--- config.mk ---
export PLATFORM = sky130hd
export DESIGN_NAME = lbf_core
export DESIGN_NICKNAME = d
export VERILOG_FILES = /design/src/common/lbf_pkg.sv /design/src/rtl/lbf_core.sv /design/src/rtl/lbf_sync.sv /design/src/rtl/lbf_filter.sv
export SDC_FILE = /design/constraint.sdc
export NUM_CORES = 1
export LEC_CHECK = 0
export ABC_AREA = 1
export ABC_CLOCK_PERIOD_IN_PS = 3400
export BUFFER_PORTS_ARGS = -buffer_cell sky130_fd_sc_hd__buf_2
export CAP_MARGIN = 0
export CORE_MARGIN = 3
export CORE_UTILIZATION = 25
export DETAILED_ROUTE_END_ITERATION = 10
export RECOVER_POWER = 25
export SYNTH_ARGS = -nofsm -noshare
export SYNTH_HDL_FRONTEND = slang
export SYNTH_HIERARCHICAL = 1
export SYNTH_SLANG_ARGS = --single-unit
--- constraint.sdc ---
create_clock -name pclk -period 3.4 [get_ports pclk]
set_input_delay 0.68 -clock pclk [delete_from_list [all_inputs] [get_ports pclk]]
set_output_delay 0.68 -clock pclk [all_outputs]
set_load 0.05 [all_outputs]
--- src/common/lbf_pkg.sv ---
// Shared constants, register map and carrier types of the light barrier pulse filter
package lbf_pkg;
  // Clock and time base
  localparam int unsigned CLK_PERIOD_NS = 50;
  localparam int unsigned US_NS         = 1000;
  localparam int unsigned CYC_PER_US    = (US_NS + CLK_PERIOD_NS - 1) / CLK_PERIOD_NS;
  localparam int unsigned PRE_W         = 5;
  localparam logic [PRE_W-1:0] PRE_LAST = PRE_W'(CYC_PER_US - 1);
  localparam int unsigned PLEN_W        = 8;

  // Mode field encodings
  localparam logic [2:0] MODE_STANDALONE = 3'h5;
  localparam logic [2:0] MODE_CONTROLLED = 3'h3;

  // Filter counter and synchroniser depth
  localparam int unsigned CNT_W        = 16;
  localparam logic [16:0] CNT_MAX      = 17'h08000;
  localparam logic [16:0] INC_UNIT_SH  = 17'h0000a;
  localparam logic [16:0] INC_ZERO_VAL = 17'h08000;
  localparam int unsigned SYNC_N       = 3;

  // APB register byte offsets
  localparam logic [7:0] OFS_CTRL   = 8'h00;
  localparam logic [7:0] OFS_PERIOD = 8'h04;
  localparam logic [7:0] OFS_FILTER = 8'h08;
  localparam logic [7:0] OFS_STATUS = 8'h0c;
  localparam logic [7:0] OFS_COUNT  = 8'h10;

  // Field positions
  localparam int unsigned CTRL_SENSE_BIT = 1;
  localparam int unsigned CTRL_PLEN_LSB  = 2;
  localparam int unsigned CTRL_MODE_LSB  = 12;
  localparam int unsigned FLT_INC_LSB    = 0;
  localparam int unsigned FLT_DEC_LSB    = 8;
  localparam int unsigned FLT_TDET_LSB   = 16;
  localparam int unsigned FLT_TRES_LSB   = 20;

  // Reset values
  localparam logic [2:0]  RST_MODE   = MODE_STANDALONE;
  localparam logic [2:0]  RST_PLEN   = 3'h1;
  localparam logic [16:0] RST_PERIOD = 17'h00064;
  localparam logic [4:0]  RST_INC    = 5'h00;
  localparam logic [3:0]  RST_DEC    = 4'h0;
  localparam logic [3:0]  RST_THR    = 4'h0;

  typedef struct packed {
    logic [2:0]  mode;
    logic        led_drive_sense;
    logic [2:0]  pulse_length;
    logic [16:0] scan_period;
    logic [4:0]  valid_weight;
    logic [3:0]  missing_weight;
    logic [3:0]  detect_threshold;
    logic [3:0]  reserve_threshold;
  } lbf_cfg_t;

  typedef struct packed {
    logic detect_hit;
    logic reserve_hit;
    logic trigger;
  } lbf_pins_t;

  typedef enum logic [2:0] {
    ST_IDLE  = 3'b001,
    ST_PULSE = 3'b010,
    ST_EVAL  = 3'b100
  } lbf_state_t;
endpackage : lbf_pkg

--- src/rtl/lbf_core.sv ---
// Light barrier pulse scheduler, receive gating and dual pulse filter with APB registers
//
// What this block does
// - Standalone mode fires LED pulses repeatedly at the programmed scan period.
// - Controlled mode fires exactly one LED pulse per trigger rising edge.
// - Controlled mode enables the receiver only while the trigger is high.
// - Trigger edge is synchronised to the clock before it times anything.
// - Standalone pulse timing and filter evaluation are paced by the scan period.
// - Each LED pulse lasts the programmed pulse length.
// - Each slot classifies detect and reserve as valid or missing separately.
// - Valid pulse adds weight times 1024; weight zero adds 32 times 1024.
// - Counter saturates at 2 to the 15 after an increment.
// - Counter at its upper limit drives detect output low.
// - Missing pulse subtracts two to the power of the missing weight.
// - Counter clamps at zero after a decrement.
// - Counter at zero drives detect high; between limits output holds.
// - Reserve path has its own counter with identical rules.
// - Detect stays low across slots while valid pulses keep arriving.
// - Filters change only in a pulse slot and hold otherwise.
// - Mode field 101 is standalone, 011 is controlled.
// - Drive sense 0 gives active-high LED, 1 gives active-low LED.
// - Pulse length code 000 to 101 gives 1 to 6 microseconds.
// - Reserve output set by its filter only while detect is active, released together with detect.
//
// The register addresses and the APB slave port were decided locally.
`timescale 1ns/1ns
module lbf_core (
  input  wire logic         pclk,
  input  wire logic         presetn,
  input  wire logic         psel,
  input  wire logic         penable,
  input  wire logic         pwrite,
  input  wire logic [7:0]   paddr,
  input  wire logic [31:0]  pwdata,
  output      logic [31:0]  prdata,
  output      logic         pready,
  output      logic         pslverr,
  input  wire logic         trigger_in,
  input  wire logic         detect_hit,
  input  wire logic         reserve_hit,
  output      logic         led_out,
  output      logic         rx_enable,
  output      logic [3:0]   detect_threshold,
  output      logic [3:0]   reserve_threshold,
  output      logic         detect_out_n,
  output      logic         detect_out_alt,
  output      logic         reserve_out_n,
  output      logic         detect_pulse_flag,
  output      logic         reserve_pulse_flag
);
  import lbf_pkg::*;

  lbf_cfg_t         cfg_r;
  lbf_pins_t        pins_async;
  lbf_pins_t        pins_sync;
  lbf_state_t       state_r;
  lbf_state_t       state_nxt;
  logic [PRE_W-1:0] pre_r;
  logic [16:0]      us_r;
  logic [PLEN_W-1:0] plen_r;
  logic             trig_prev_r;
  logic             led_out_r;
  logic             rx_en_r;
  logic             det_n_r;
  logic             res_n_r;
  logic             det_flag_r;
  logic             res_flag_r;
  logic [31:0]      prdata_r;
  logic             pready_r;
  logic             pslverr_r;
  logic [1:0]       hit_vec;
  logic [1:0]       act_vec;
  logic [1:0]       flag_vec;
  logic [CNT_W-1:0] cnt_vec [2];

  // Front-end inputs cross into the clock domain
  assign pins_async = '{detect_hit: detect_hit, reserve_hit: reserve_hit, trigger: trigger_in};

  lbf_sync u_sync (
    .pclk     (pclk),
    .presetn  (presetn),
    .async_in (pins_async),
    .level    (pins_sync)
  );

  // Mode and timing decode
  wire        is_stand   = (cfg_r.mode == MODE_STANDALONE);
  wire        is_ctrl    = (cfg_r.mode == MODE_CONTROLLED);
  wire        us_tick    = (pre_r == PRE_LAST);
  wire [16:0] period_m1  = (cfg_r.scan_period == 17'h0) ? 17'h0 : cfg_r.scan_period - 17'h1;
  wire        period_end = us_tick && (us_r >= period_m1);
  wire        trig_rise  = pins_sync.trigger && !trig_prev_r;
  wire        start      = (is_stand && period_end) || (is_ctrl && trig_rise);
  wire [PLEN_W-1:0] plen_last = PLEN_W'((32'(cfg_r.pulse_length) + 32'h1) * CYC_PER_US - 1);
  // Compare with >= so that a shorter code written mid-pulse cannot let the count wrap
  wire        pulse_done = (plen_r >= plen_last);
  wire        slot       = (state_r == ST_EVAL);
  // A controlled slot sees hits only while the trigger still holds the window open; otherwise it counts as missing
  wire        rx_open    = is_stand || pins_sync.trigger;
  assign hit_vec = {pins_sync.reserve_hit & rx_open, pins_sync.detect_hit & rx_open};

  always_comb
  begin
    state_nxt = state_r;
    case (state_r)
      ST_IDLE:  if (start) state_nxt = ST_PULSE;
      ST_PULSE: if (pulse_done) state_nxt = ST_EVAL;
      ST_EVAL:  state_nxt = ST_IDLE;
      default:  state_nxt = ST_IDLE;
    endcase
  end

  // Scan timer and pulse sequencer
  always_ff @(posedge pclk or negedge presetn)
  begin
    if (!presetn)
    begin
      state_r     <= ST_IDLE;
      pre_r       <= '0;
      us_r        <= '0;
      plen_r      <= '0;
      trig_prev_r <= 1'b0;
    end
    else
    begin
      state_r     <= state_nxt;
      trig_prev_r <= pins_sync.trigger;
      pre_r       <= us_tick ? '0 : pre_r + PRE_W'(1);
      if (period_end || !is_stand)
        us_r <= '0;
      else if (us_tick)
        us_r <= us_r + 17'h1;
      plen_r <= (state_r == ST_PULSE) ? plen_r + PLEN_W'(1) : '0;
    end
  end

  // Two filter paths: index 0 detect, index 1 reserve
  for (genvar g = 0; g < 2; g++)
  begin : g_path
    lbf_filter u_filter (
      .pclk           (pclk),
      .presetn        (presetn),
      .slot           (slot),
      .hit            (hit_vec[g]),
      .valid_weight   (cfg_r.valid_weight),
      .missing_weight (cfg_r.missing_weight),
      .count          (cnt_vec[g]),
      .active         (act_vec[g]),
      .pulse_flag     (flag_vec[g])
    );
  end

  // Pin outputs, all registered
  always_ff @(posedge pclk or negedge presetn)
  begin
    if (!presetn)
    begin
      led_out_r  <= 1'b0;
      rx_en_r    <= 1'b0;
      det_n_r    <= 1'b1;
      res_n_r    <= 1'b1;
      det_flag_r <= 1'b0;
      res_flag_r <= 1'b0;
    end
    else
    begin
      led_out_r  <= (state_nxt == ST_PULSE) ^ cfg_r.led_drive_sense;
      rx_en_r    <= is_ctrl ? pins_sync.trigger : (state_nxt == ST_PULSE);
      det_n_r    <= !act_vec[0];
      res_n_r    <= !(act_vec[1] && act_vec[0]);
      det_flag_r <= flag_vec[0];
      res_flag_r <= flag_vec[1];
    end
  end

  // APB slave: zero wait states, answer registered in the setup cycle
  wire setup_ph = psel && !penable;
  wire wr_acc   = psel && penable && pready_r && pwrite;
  wire hit_ctrl = (paddr == OFS_CTRL);
  wire hit_per  = (paddr == OFS_PERIOD);
  wire hit_flt  = (paddr == OFS_FILTER);
  wire hit_stat = (paddr == OFS_STATUS);
  wire hit_cnt  = (paddr == OFS_COUNT);
  wire mapped   = hit_ctrl || hit_per || hit_flt || hit_stat || hit_cnt;
  wire ro_write = pwrite && (hit_stat || hit_cnt);

  wire [31:0] rd_ctrl = (32'(cfg_r.mode) << CTRL_MODE_LSB)
                      | (32'(cfg_r.pulse_length) << CTRL_PLEN_LSB)
                      | (32'(cfg_r.led_drive_sense) << CTRL_SENSE_BIT);
  wire [31:0] rd_flt  = (32'(cfg_r.valid_weight) << FLT_INC_LSB)
                      | (32'(cfg_r.missing_weight) << FLT_DEC_LSB)
                      | (32'(cfg_r.detect_threshold) << FLT_TDET_LSB)
                      | (32'(cfg_r.reserve_threshold) << FLT_TRES_LSB);
  wire [31:0] rd_stat = {28'h0, pins_sync.trigger, act_vec[1], !res_n_r, !det_n_r};
  wire [31:0] rd_mux  = hit_ctrl ? rd_ctrl
                      : hit_per  ? 32'(cfg_r.scan_period)
                      : hit_flt  ? rd_flt
                      : hit_stat ? rd_stat
                      : hit_cnt  ? {cnt_vec[1], cnt_vec[0]}
                      : 32'h0;

  always_ff @(posedge pclk or negedge presetn)
  begin
    if (!presetn)
    begin
      prdata_r  <= '0;
      pready_r  <= 1'b0;
      pslverr_r <= 1'b0;
      cfg_r     <= '{mode: RST_MODE, led_drive_sense: 1'b0, pulse_length: RST_PLEN,
                     scan_period: RST_PERIOD, valid_weight: RST_INC,
                     missing_weight: RST_DEC, detect_threshold: RST_THR,
                     reserve_threshold: RST_THR};
    end
    else
    begin
      pready_r  <= setup_ph;
      pslverr_r <= setup_ph && (!mapped || ro_write);
      prdata_r  <= (setup_ph && !pwrite) ? rd_mux : '0;
      if (wr_acc && hit_ctrl)
      begin
        cfg_r.mode            <= pwdata[CTRL_MODE_LSB +: 3];
        cfg_r.pulse_length    <= pwdata[CTRL_PLEN_LSB +: 3];
        cfg_r.led_drive_sense <= pwdata[CTRL_SENSE_BIT];
      end
      if (wr_acc && hit_per)
        cfg_r.scan_period <= pwdata[16:0];
      if (wr_acc && hit_flt)
      begin
        cfg_r.valid_weight      <= pwdata[FLT_INC_LSB +: 5];
        cfg_r.missing_weight    <= pwdata[FLT_DEC_LSB +: 4];
        cfg_r.detect_threshold  <= pwdata[FLT_TDET_LSB +: 4];
        cfg_r.reserve_threshold <= pwdata[FLT_TRES_LSB +: 4];
      end
    end
  end

  assign prdata             = prdata_r;
  assign pready             = pready_r;
  assign pslverr            = pslverr_r;
  assign led_out            = led_out_r;
  assign rx_enable          = rx_en_r;
  assign detect_threshold   = cfg_r.detect_threshold;
  assign reserve_threshold  = cfg_r.reserve_threshold;
  assign detect_out_n       = det_n_r;
  assign detect_out_alt     = det_n_r;
  assign reserve_out_n      = res_n_r;
  assign detect_pulse_flag  = det_flag_r;
  assign reserve_pulse_flag = res_flag_r;
endmodule : lbf_core

--- src/rtl/lbf_sync.sv ---
// Three-stage synchroniser with agreement filter for asynchronous inputs
`timescale 1ns/1ns
module lbf_sync (
  input  wire logic                 pclk,
  input  wire logic                 presetn,
  input  wire lbf_pkg::lbf_pins_t   async_in,
  output      lbf_pkg::lbf_pins_t   level
);
  import lbf_pkg::*;

  lbf_pins_t s1_r;
  lbf_pins_t s2_r;
  lbf_pins_t s3_r;
  lbf_pins_t level_r;

  // Level changes only once the second and third stages agree
  always_ff @(posedge pclk or negedge presetn)
  begin
    if (!presetn)
    begin
      s1_r    <= '0;
      s2_r    <= '0;
      s3_r    <= '0;
      level_r <= '0;
    end
    else
    begin
      s1_r <= async_in;
      s2_r <= s1_r;
      s3_r <= s2_r;
      for (int i = 0; i < $bits(lbf_pins_t); i++)
        if (s2_r[i] == s3_r[i])
          level_r[i] <= s3_r[i];
    end
  end

  assign level = level_r;
endmodule : lbf_sync

--- src/rtl/lbf_filter.sv ---
// Saturating weighted up/down counter with hysteresis output for one threshold path
`timescale 1ns/1ns
module lbf_filter (
  input  wire logic                        pclk,
  input  wire logic                        presetn,
  input  wire logic                        slot,
  input  wire logic                        hit,
  input  wire logic [4:0]                  valid_weight,
  input  wire logic [3:0]                  missing_weight,
  output      logic [lbf_pkg::CNT_W-1:0]   count,
  output      logic                        active,
  output      logic                        pulse_flag
);
  import lbf_pkg::*;

  logic [CNT_W-1:0] cnt_r;
  logic [CNT_W-1:0] cnt_nxt;
  logic             active_r;
  logic             flag_r;
  logic [16:0]      inc_amt;
  logic [16:0]      up_sum;
  logic [CNT_W-1:0] dec_amt;
  logic             at_max;
  logic             at_zero;

  // Weight zero counts as thirty-two
  assign inc_amt = (valid_weight == 5'h00) ? INC_ZERO_VAL
                 : (17'(valid_weight) << INC_UNIT_SH);
  assign up_sum  = 17'(cnt_r) + inc_amt;
  assign dec_amt = CNT_W'(16'h0001 << missing_weight);
  assign at_max  = (up_sum >= CNT_MAX);
  assign at_zero = (cnt_r <= dec_amt);

  assign cnt_nxt = !slot ? cnt_r
                 : hit ? (at_max ? CNT_W'(CNT_MAX) : up_sum[CNT_W-1:0])
                 : (at_zero ? '0 : cnt_r - dec_amt);

  always_ff @(posedge pclk or negedge presetn)
  begin
    if (!presetn)
    begin
      cnt_r    <= '0;
      active_r <= 1'b0;
      flag_r   <= 1'b0;
    end
    else
    begin
      cnt_r  <= cnt_nxt;
      flag_r <= slot & hit;
      // Between the limits the state holds
      if (slot && hit && at_max)
        active_r <= 1'b1;
      else if (slot && !hit && at_zero)
        active_r <= 1'b0;
    end
  end

  assign count      = cnt_r;
  assign active     = active_r;
  assign pulse_flag = flag_r;
endmodule : lbf_filter

==> results of run 1 <==
## final timing paths
| kind | from | endpoint | cells past startpoint |
|---|---|---|---|
| setup / recovery | cfg_r[17] | us_r[5] | 17 |
| max in group asynchronous | presetn | prdata[6] | 2 |
| hold / removal | trigger_in | u_sync/s1_r[0] | 1 |
| hold reg to reg | g_path[1].u_filter/pulse_flag | reserve_pulse_flag | 0 |
| setup reg to reg | cfg_r[17] | us_r[5] | 17 |
| min in group asynchronous | presetn | plen_r[7] | 1 |
## cells in the mapped netlist, types with 4 or more instances
master and n:
sky130_fd_sc_hd__dfstp_2 9, sky130_fd_sc_hd__o21ai_1 12, sky130_fd_sc_hd__ha_1 75, sky130_fd_sc_hd__nand3b_1 6
sky130_fd_sc_hd__nand2_1 377, sky130_fd_sc_hd__nor2_2 4, sky130_fd_sc_hd__fa_1 4, sky130_fd_sc_hd__dfrtp_1 154
sky130_fd_sc_hd__inv_1 175, sky130_fd_sc_hd__nand2_2 23, sky130_fd_sc_hd__o21ai_2 18, sky130_fd_sc_hd__xor2_1 22
sky130_fd_sc_hd__buf_4 13, sky130_fd_sc_hd__nor3b_1 5, sky130_fd_sc_hd__nor2_1 109, sky130_fd_sc_hd__clkbuf_1 23
sky130_fd_sc_hd__nor4_1 4, sky130_fd_sc_hd__a21oi_1 76, sky130_fd_sc_hd__o211ai_1 4, sky130_fd_sc_hd__nand3_1 75
sky130_fd_sc_hd__mux2_2 9, sky130_fd_sc_hd__nand4_1 54, sky130_fd_sc_hd__nor3_1 22, sky130_fd_sc_hd__and2_1 4
sky130_fd_sc_hd__xnor2_1 24, sky130_fd_sc_hd__nand3_2 4, sky130_fd_sc_hd__inv_2 7, sky130_fd_sc_hd__o21ai_0 51
sky130_fd_sc_hd__buf_2 6, sky130_fd_sc_hd__or2_2 6
## power breakdown
| group | total, mW | switching (mW) | internal (mW) |
|---|---|---|---|
| sequential | 1.96 | 0.0125 | 1.95 |
| clock | 1.99 | 0.939 | 1.05 |
| combinational | 0.168 | 0.121 | 0.0471 |
| total | 4.12 | 1.07 | 3.05 |
## per-stage QoR
step	util	TNS (ns)	cells	cell area (µm²)	hold WS, ns
after detailed placement	0.282	0	2056	12000	0.338
after floorplan	-	0	1417	10900	0.331
after global routing	0.297	-0.272	2091	12600	0.323
after CTS	0.296	0	2088	12500	0.285
final	0.297	0	2091	12600	0.341
after global placement	0.282	0	2056	12000	0.336
## what timing repair did
action / 4_1_cts / 5_1_grt
setup buffers: 0 / 3
resized for setup: 0 / 11
hold buffers: 0 / 0
setup endpoints to repair: 0 / 14
## cell families (layout without fill, tap and decap cells)
logic type | after synthesis | in the layout | synth area share
compound gates | 180 | 180 | 0.0950
xor+xnor | 46 | 46 | 0.0371
fa+ha+maj | 79 | 79 | 0.0938
buf+inv | 230 | 327 | 0.0869
flops | 163 | 163 | 0.377
mux | 9 | 9 | 0.00934
simple gates | 710 | 710 | 0.301
## sequential cells by signal, summed over array words and instances, names as in the netlist, 3 cells and up
register / cells
cfg_r: 33
state_r: 3
prdata: 32
u_sync/s3_r: 3
detect_threshold: 4
us_r: 17
u_sync/s1_r: 3
reserve_threshold: 4
pre_r: 5
u_sync/level: 3
plen_r: 8
u_sync/s2_r: 3
g_path.u_filter/count: 32
## worst max-delay path, delay by kind of cell (launching register included)
kind,cells,cell delay [ns]
AO/OA/AOI/OAI,3,0.29
buffers and inverters,4,0.58
flip-flops,1,0.41
adder cells (fa/ha/maj),2,0.44
AND/OR/NAND/NOR,8,1.26
## layer usage
layer | wire [µm] | vias to the layer above
met4 | 541 | 0
met5 | 0 | -
met2 | 13900 | 264
met3 | 1810 | 37
met1 | 14300 | 4431
li1 | - | 4787
## cell type report
| class | instances | share of cell area |
|---|---|---|
| Clock buffer | 17 | 0.0338 |
| Clock inverter | 15 | 0.0135 |
| Inverter | 185 | 0.0556 |
| Multi-Input combinational cell | 1024 | 0.466 |
| Sequential cell | 163 | 0.325 |
| Tap cell | 577 | 0.0574 |
| Timing Repair Buffer | 110 | 0.0491 |
## placed cells by master, fill, tap and decap left out, types with 4 or more instances in the layout
| cell type | count |
|---|---|
| sky130_fd_sc_hd__dfstp_2 | 8 |
| sky130_fd_sc_hd__xor2_1 | 22 |
| sky130_fd_sc_hd__nor2_2 | 6 |
| sky130_fd_sc_hd__nand2_2 | 24 |
| sky130_fd_sc_hd__o211ai_1 | 4 |
| sky130_fd_sc_hd__inv_6 | 4 |
| sky130_fd_sc_hd__ha_1 | 74 |
| sky130_fd_sc_hd__nor3_1 | 21 |
| sky130_fd_sc_hd__buf_4 | 19 |
| sky130_fd_sc_hd__xnor2_1 | 24 |
| sky130_fd_sc_hd__and2_1 | 4 |
| sky130_fd_sc_hd__inv_1 | 173 |
| sky130_fd_sc_hd__or2_2 | 6 |
| sky130_fd_sc_hd__a21oi_1 | 76 |
| sky130_fd_sc_hd__o21ai_2 | 17 |
| sky130_fd_sc_hd__nor4_1 | 4 |
| sky130_fd_sc_hd__nand4_1 | 54 |
| sky130_fd_sc_hd__o21ai_0 | 51 |
| sky130_fd_sc_hd__nor3_4 | 5 |
| sky130_fd_sc_hd__nand3_1 | 75 |
| sky130_fd_sc_hd__fa_1 | 4 |
| sky130_fd_sc_hd__nand2_1 | 376 |
| sky130_fd_sc_hd__buf_2 | 86 |
| sky130_fd_sc_hd__clkbuf_16 | 17 |
| sky130_fd_sc_hd__inv_2 | 9 |
| sky130_fd_sc_hd__o21ai_1 | 12 |
| sky130_fd_sc_hd__nand3_2 | 4 |
| sky130_fd_sc_hd__nand3b_1 | 6 |
| sky130_fd_sc_hd__nor2_1 | 107 |
| sky130_fd_sc_hd__mux2_2 | 9 |
| sky130_fd_sc_hd__nor3b_1 | 4 |
| sky130_fd_sc_hd__dfrtp_1 | 154 |
==> flow_summary.rst, run 1 <==
.. list-table::
   :header-rows: 1

   * - Metric
     - Value
   * - Antenna Nets Post-Route
     - 0
   * - Ratio of final minimum period to clock period
     - 0.901
   * - Number of detailed-routing iterations run before antenna repair
     - 5
   * - Total power divided by cell area
     - 327 mW/mm²
   * - Area leader, netlist
     - sky130_fd_sc_hd__dfrtp_1
   * - Unique masters post-synth
     - 56
   * - Worst-case clock skew
     - 0.0184 ns
   * - Part of the Yosys area used for sequential elements
     - 0.377
   * - Maximum vdd ir drop
     - 327 µV
   * - Highest-delay cell along the critical path
     - sky130_fd_sc_hd__dfrtp_1
   * - Pins over their slew limit
     - 73
   * - Worst Path Arrival
     - 3.43 ns
   * - Maximum number of pins on one net before global-route repair
     - 74
   * - Post-layout total power
     - 4.12 mW
   * - Detailed placer's ending HPWL
     - 23.8 mm
   * - Critical path required time
     - 3.77 ns
   * - Worst path cell trace
     - inv_2 > ha_2 > nand2_2 > nor3_4 > nand2_2 > or3_1 > buf_6 > nand3_1 > ha_1 > a21oi_1 > o21ai_0 > nor2_1 > nand3_1 > inv_2 > o21ai_4 > buf_4 > nor3b_2
   * - Core Region
     - 0.0424 mm²
   * - Fraction of synthesized cell area taken by the top area cell type
     - 0.355
   * - Clock root buffer master
     - sky130_fd_sc_hd__clkbuf_16
   * - Area grow syn2layout
     - 16.0%
   * - Class of the worst hold path
     - in -> reg
   * - Layout cell share with drive strength beyond 1
     - 0.163
   * - First-pass GRT wire length
     - 49.6 mm
   * - Clock transition time at the flip-flop clock pins of the worst setup and hold paths
     - 0.08 ns
   * - Fin worst setup slack
     - 0.337 ns
   * - Critical Path Start Type
     - flop
   * - Number of storage elements in the synthesis netlist
     - 163
   * - Residual DRC count
     - 0
   * - Final routed wirelength across all metal layers
     - 30.6 mm
   * - Cell area after technology mapping
     - 0.0109 mm²
   * - Global route hottest layer
     - met2
   * - Port Buffers
     - 88
   * - Final-report setup violation count
     - 0
   * - Status
     - complete, but fails checks
   * - RePlAce Congestion
     - 0.870
   * - Die width
     - 214 µm
   * - Number of flops mapped to enable cells by yosys
     - 0
   * - Num CTS Buffers
     - 17
   * - Wire length per cell
     - 14.6 µm
   * - Layout net count
     - 1,628
   * - Worst setup slack before clock tree synthesis
     - 0.147 ns
   * - Flip-flop and latch area
     - 0.00409 mm²
   * - Number of global-route vias before repair
     - 9,292
   * - Met2 GRT Util
     - 0.213
   * - Register-to-register setup slack
     - 0.34 ns
   * - Number of levels in the clock H-tree
     - 4
   * - Total overflow reported by the global router
     - 0
   * - Die area
     - 0.0459 mm²
   * - CTS tree
     - done
   * - Count of warnings emitted by yosys
     - 6
   * - Clock sink total
     - 163
   * - Kind of capture point of the worst setup path
     - flop
   * - Post-Syn Instances
     - 1,417
   * - All-layer global routing usage
     - 0.134
   * - Avg Cell Area, Syn
     - 7.66 µm²
   * - Async set-or-reset flop fraction in the synthesized netlist
     - 1.00
   * - Met1 track utilization from global routing
     - 0.184
   * - Iter 0 DRT Violations
     - 766
   * - Via-to-Cell Ratio
     - 4.55
   * - Number of placed I/O pins
     - 97
   * - CP peak stage delay
     - 0.41 ns
   * - Relative slew slack
     - -0.265
   * - Tightest Pin Transition
     - 1.90 ns
   * - Starting Density
     - 0.256
   * - Max cap viols
     - 1
   * - Count of inserted antenna diode cells
     - 0
   * - Final Hold Viols
     - 0
   * - Number of nets produced by synthesis
     - 1,544
   * - GR Layer Usage met3
     - 0.0290
   * - Critical-path maximum fanout
     - 16
   * - Type of the setup path with the least slack
     - reg -> reg
   * - Highest Clock Rate
     - 0.326 GHz
   * - Time the worst path needs with I/O delays and setup
     - 3.06 ns
   * - Die Ht
     - 214 µm
   * - Routed via count
     - 9,519
   * - Filler instances
     - 4,618
   * - Leakage component of the power
     - 6.27 nW
   * - Initial antenna violation count
     - 0
   * - Dominant cells by area after synthesis
     - sky130_fd_sc_hd__dfrtp_1, sky130_fd_sc_hd__nand2_1, sky130_fd_sc_hd__ha_1
   * - Area of the multi-input gates
     - 0.00586 mm²
   * - Core Rows
     - 75
   * - Failing checks
     - max-capacitance violations, max-slew violations
   * - Top flip-flop cell by instance count after synthesis
     - sky130_fd_sc_hd__dfrtp_1
   * - Insertion delay of the later-clocked pin in the worst-skew pair
     - 0.45 ns
   * - CTS Buffer Depth
     - 2
(Power assumes the default switching activity.)
==> run 2: changes to the inputs <==
--- a/config.mk
+++ b/config.mk
@@ -6,7 +6,7 @@
 export NUM_CORES = 1
 export LEC_CHECK = 0
 export ABC_AREA = 1
-export ABC_CLOCK_PERIOD_IN_PS = 3400
+export ABC_CLOCK_PERIOD_IN_PS = 2550
 export BUFFER_PORTS_ARGS = -buffer_cell sky130_fd_sc_hd__buf_2
 export CAP_MARGIN = 0
 export CORE_MARGIN = 3
==> constraint.sdc (replaced) <==
create_clock -name pclk -period 2.55 [get_ports pclk]
set_input_delay 0.51 -clock pclk [delete_from_list [all_inputs] [get_ports pclk]]
set_output_delay 0.51 -clock pclk [all_outputs]
set_load 0.05 [all_outputs]
==> run 2 against run 1 <==
Compared with the run above: the run ends with max-capacitance violations, max-slew violations, negative setup slack left; non-clock buffer count rose by 90; total power rose by 34%; global-route usage rose by 0.63 points; clock-buffer cell count did not move; largest power group unchanged.
==> flow_summary.rst, run 2 (synthesis results as in run 1) <==
.. list-table::
   :header-rows: 1

   * - Metric
     - Value
   * - Failing checks
     - max-capacitance violations, max-slew violations, negative setup slack
   * - Class of the worst hold path
     - in -> reg
   * - Relative slew slack
     - -0.0331
   * - CTS tree
     - done
   * - Clock transition time at the flip-flop clock pins of the worst setup and hold paths
     - 0.07 ns
   * - RePlAce Congestion
     - 0.890
   * - Hold bufs inserted after CTS
     - 0
   * - Area grow syn2layout
     - 27.8%
   * - Highest Clock Rate
     - 0.347 GHz
   * - Final Hold Viols
     - 0
   * - Commonest cells after routing, fill and taps aside
     - sky130_fd_sc_hd__nand2_1, sky130_fd_sc_hd__inv_1, sky130_fd_sc_hd__dfrtp_1
   * - Routed via count
     - 9,913
   * - Residual DRC count
     - 0
   * - Critical-path maximum fanout
     - 4
   * - Largest register FFs
     - 33
   * - Insertion delay of the later-clocked pin in the worst-skew pair
     - 0.46 ns
   * - Maximum number of pins on one net before global-route repair
     - 61
   * - Num CTS Buffers
     - 17
   * - Core Region
     - 0.0424 mm²
   * - Area after detailed placement
     - 0.0126 mm²
   * - Initial antenna violation count
     - 1
   * - Number of detailed-routing iterations run before antenna repair
     - 6
   * - Cell Count, Final, Fillers Out
     - 2,181
   * - Worst Path Arrival
     - 3.22 ns
   * - Die width
     - 214 µm
   * - Total power divided by cell area
     - 397 mW/mm²
   * - Critical Path Start Type
     - flop
   * - Port Buffers
     - 88
   * - Die area
     - 0.0459 mm²
   * - Final-report setup violation count
     - 21
   * - Via-to-Cell Ratio
     - 4.55
   * - Worst-case clock skew
     - 0.0145 ns
   * - Antenna Nets Post-Route
     - 0
   * - Kind of capture point of the worst setup path
     - flop
   * - Worst setup slack before clock tree synthesis
     - -0.352 ns
   * - RSZ-0062 raised after global routing
     - true
   * - Register bank with the most flops
     - cfg_r
   * - CTS Buffer Depth
     - 2
   * - Count of inserted antenna diode cells
     - 0
   * - Commonest non-fill, non-tap cell in the layout
     - sky130_fd_sc_hd__nand2_1
   * - Ratio of final minimum period to clock period
     - 1.13
   * - Tightest Pin Transition
     - 1.55 ns
   * - Max cap viols
     - 1
   * - Critical path required time
     - 2.89 ns
   * - Number of placed I/O pins
     - 97
   * - Final routed wirelength across all metal layers
     - 32.4 mm
   * - Final core area utilization
     - 0.327
   * - Type of the setup path with the least slack
     - reg -> reg
   * - Detailed placer's ending HPWL
     - 25.4 mm
   * - Wire length per cell
     - 14.9 µm
   * - Layout net count
     - 1,718
   * - Layout cell share with drive strength beyond 1
     - 0.259
   * - Time the worst path needs with I/O delays and setup
     - 2.88 ns
   * - Starting Density
     - 0.256
   * - Number of global-route vias before repair
     - 9,802
   * - Total overflow reported by the global router
     - 0
   * - Final instance area
     - 0.0139 mm²
   * - Maximum vdd ir drop
     - 458 µV
   * - Final worst hold slack
     - 0.161 ns
   * - Die Ht
     - 214 µm
   * - Leakage component of the power
     - 6.80 nW
   * - Fin worst setup slack
     - -0.329 ns
   * - Pins over their slew limit
     - 60
   * - Status
     - complete, but fails checks
   * - Clock root buffer master
     - sky130_fd_sc_hd__clkbuf_16
   * - Clock sink total
     - 163
   * - Number of levels in the clock H-tree
     - 4
   * - Iter 0 DRT Violations
     - 676
   * - Core Rows
     - 75
   * - Post-Place Cells
     - 2,133
   * - First-pass GRT wire length
     - 51.9 mm
   * - All-layer global routing usage
     - 0.140
==> run 2: cell types whose count changed in the layout (fill, tap and decap cells not counted), moves of 4 or more <==
| cell | change |
|---|---|
| sky130_fd_sc_hd__ha_4 | +23 |
| sky130_fd_sc_hd__dfrtp_2 | +4 |
| sky130_fd_sc_hd__nand3_2 | +12 |
| sky130_fd_sc_hd__inv_1 | -8 |
| sky130_fd_sc_hd__nand2_1 | -8 |
| sky130_fd_sc_hd__o21ai_0 | -4 |
| sky130_fd_sc_hd__buf_6 | +6 |
| sky130_fd_sc_hd__dfrtp_1 | -4 |
| sky130_fd_sc_hd__nand2_2 | +7 |
| sky130_fd_sc_hd__nand3_1 | -14 |
| sky130_fd_sc_hd__inv_2 | +6 |
| sky130_fd_sc_hd__nor2_4 | +4 |
| sky130_fd_sc_hd__buf_4 | +80 |
| sky130_fd_sc_hd__ha_1 | -25 |
==> run 2: timing repair <==
item / CTS / global route
buffers inserted: 8 / 7
gates resized for setup: 41 / 78
gates cloned: 1 / 0
pin swaps: 15 / 21
setup endpoints to repair: 23 / 55
==> run 2: worst max-delay path: stages, from the launching register on <==
cell and delay, ns:
sky130_fd_sc_hd__dfrtp_1 0.40, sky130_fd_sc_hd__inv_2 0.10, sky130_fd_sc_hd__ha_4 0.15, sky130_fd_sc_hd__nand2_4 0.06
sky130_fd_sc_hd__nor3_4 0.14, sky130_fd_sc_hd__nand2_2 0.12, sky130_fd_sc_hd__nor3_4 0.18, sky130_fd_sc_hd__buf_6 0.13
sky130_fd_sc_hd__a31o_4 0.14, sky130_fd_sc_hd__nand3_4 0.07, sky130_fd_sc_hd__ha_4 0.27, sky130_fd_sc_hd__nand4_1 0.20
sky130_fd_sc_hd__nor2_4 0.18, sky130_fd_sc_hd__nand3_2 0.08, sky130_fd_sc_hd__nand3_2 0.11, sky130_fd_sc_hd__inv_2 0.06
sky130_fd_sc_hd__o21ai_4 0.14, sky130_fd_sc_hd__buf_6 0.12, sky130_fd_sc_hd__nor2_1 0.03, sky130_fd_sc_hd__nand2_1 0.05
sky130_fd_sc_hd__nand2_1 0.05
==> run 2: area by class of cell <==
cell class	count	area, µm²
timing repair buffer	200	1350
clock inverter	15	160
sequential	163	4100
fill	4495	28500
tap	577	722
clock buffer	17	425
inverter	185	714
multi-input combinational	1024	6400
==> run 2: final timing paths <==
| check | start | end | slack, ns | cells after the start |
|---|---|---|---|---|
| worst max register to register | cfg_r[17] | us_r[11] | -0.33 | 20 |
| min in group asynchronous | presetn | prdata[2] | 0.44 | 1 |
| worst min register to register | u_sync/s1_r[2] | u_sync/s2_r[2] | 0.35 | 0 |
| max in group asynchronous | presetn | cfg_r[8] | 0.72 | 2 |
| worst max-delay path | cfg_r[17] | us_r[11] | -0.33 | 20 |
| worst min-delay path | reserve_hit | u_sync/s1_r[1] | 0.16 | 1 |
==> run 2: per-layer routing <==
| layer | track usage | routed length (µm) | vias to the layer above |
|---|---|---|---|
| li1 | - | - | 4964 |
| met1 | 0.188 | 15100 | 4691 |
| met5 | 0 | 0 | - |
| met2 | 0.231 | 15100 | 220 |
| met3 | 0.0252 | 1530 | 38 |
| met4 | 0.0417 | 673 | 0 |
==> run 2: through the flow <==
step	power [mW]	setup TNS (ns)
final	5.51	-5.71
after global routing	5.70	-10.07
after CTS	5.58	-4.20
after detailed placement	2.92	-6.18
after global placement	2.91	-4.86
after floorplan	2.76	-1.81
==> run 2: where the power goes <==
part	leakage, nW	switching [mW]	internal, mW
clock network	0.289	1.25	1.39
registers	2.19	0.0159	2.60
logic	4.33	0.173	0.0819
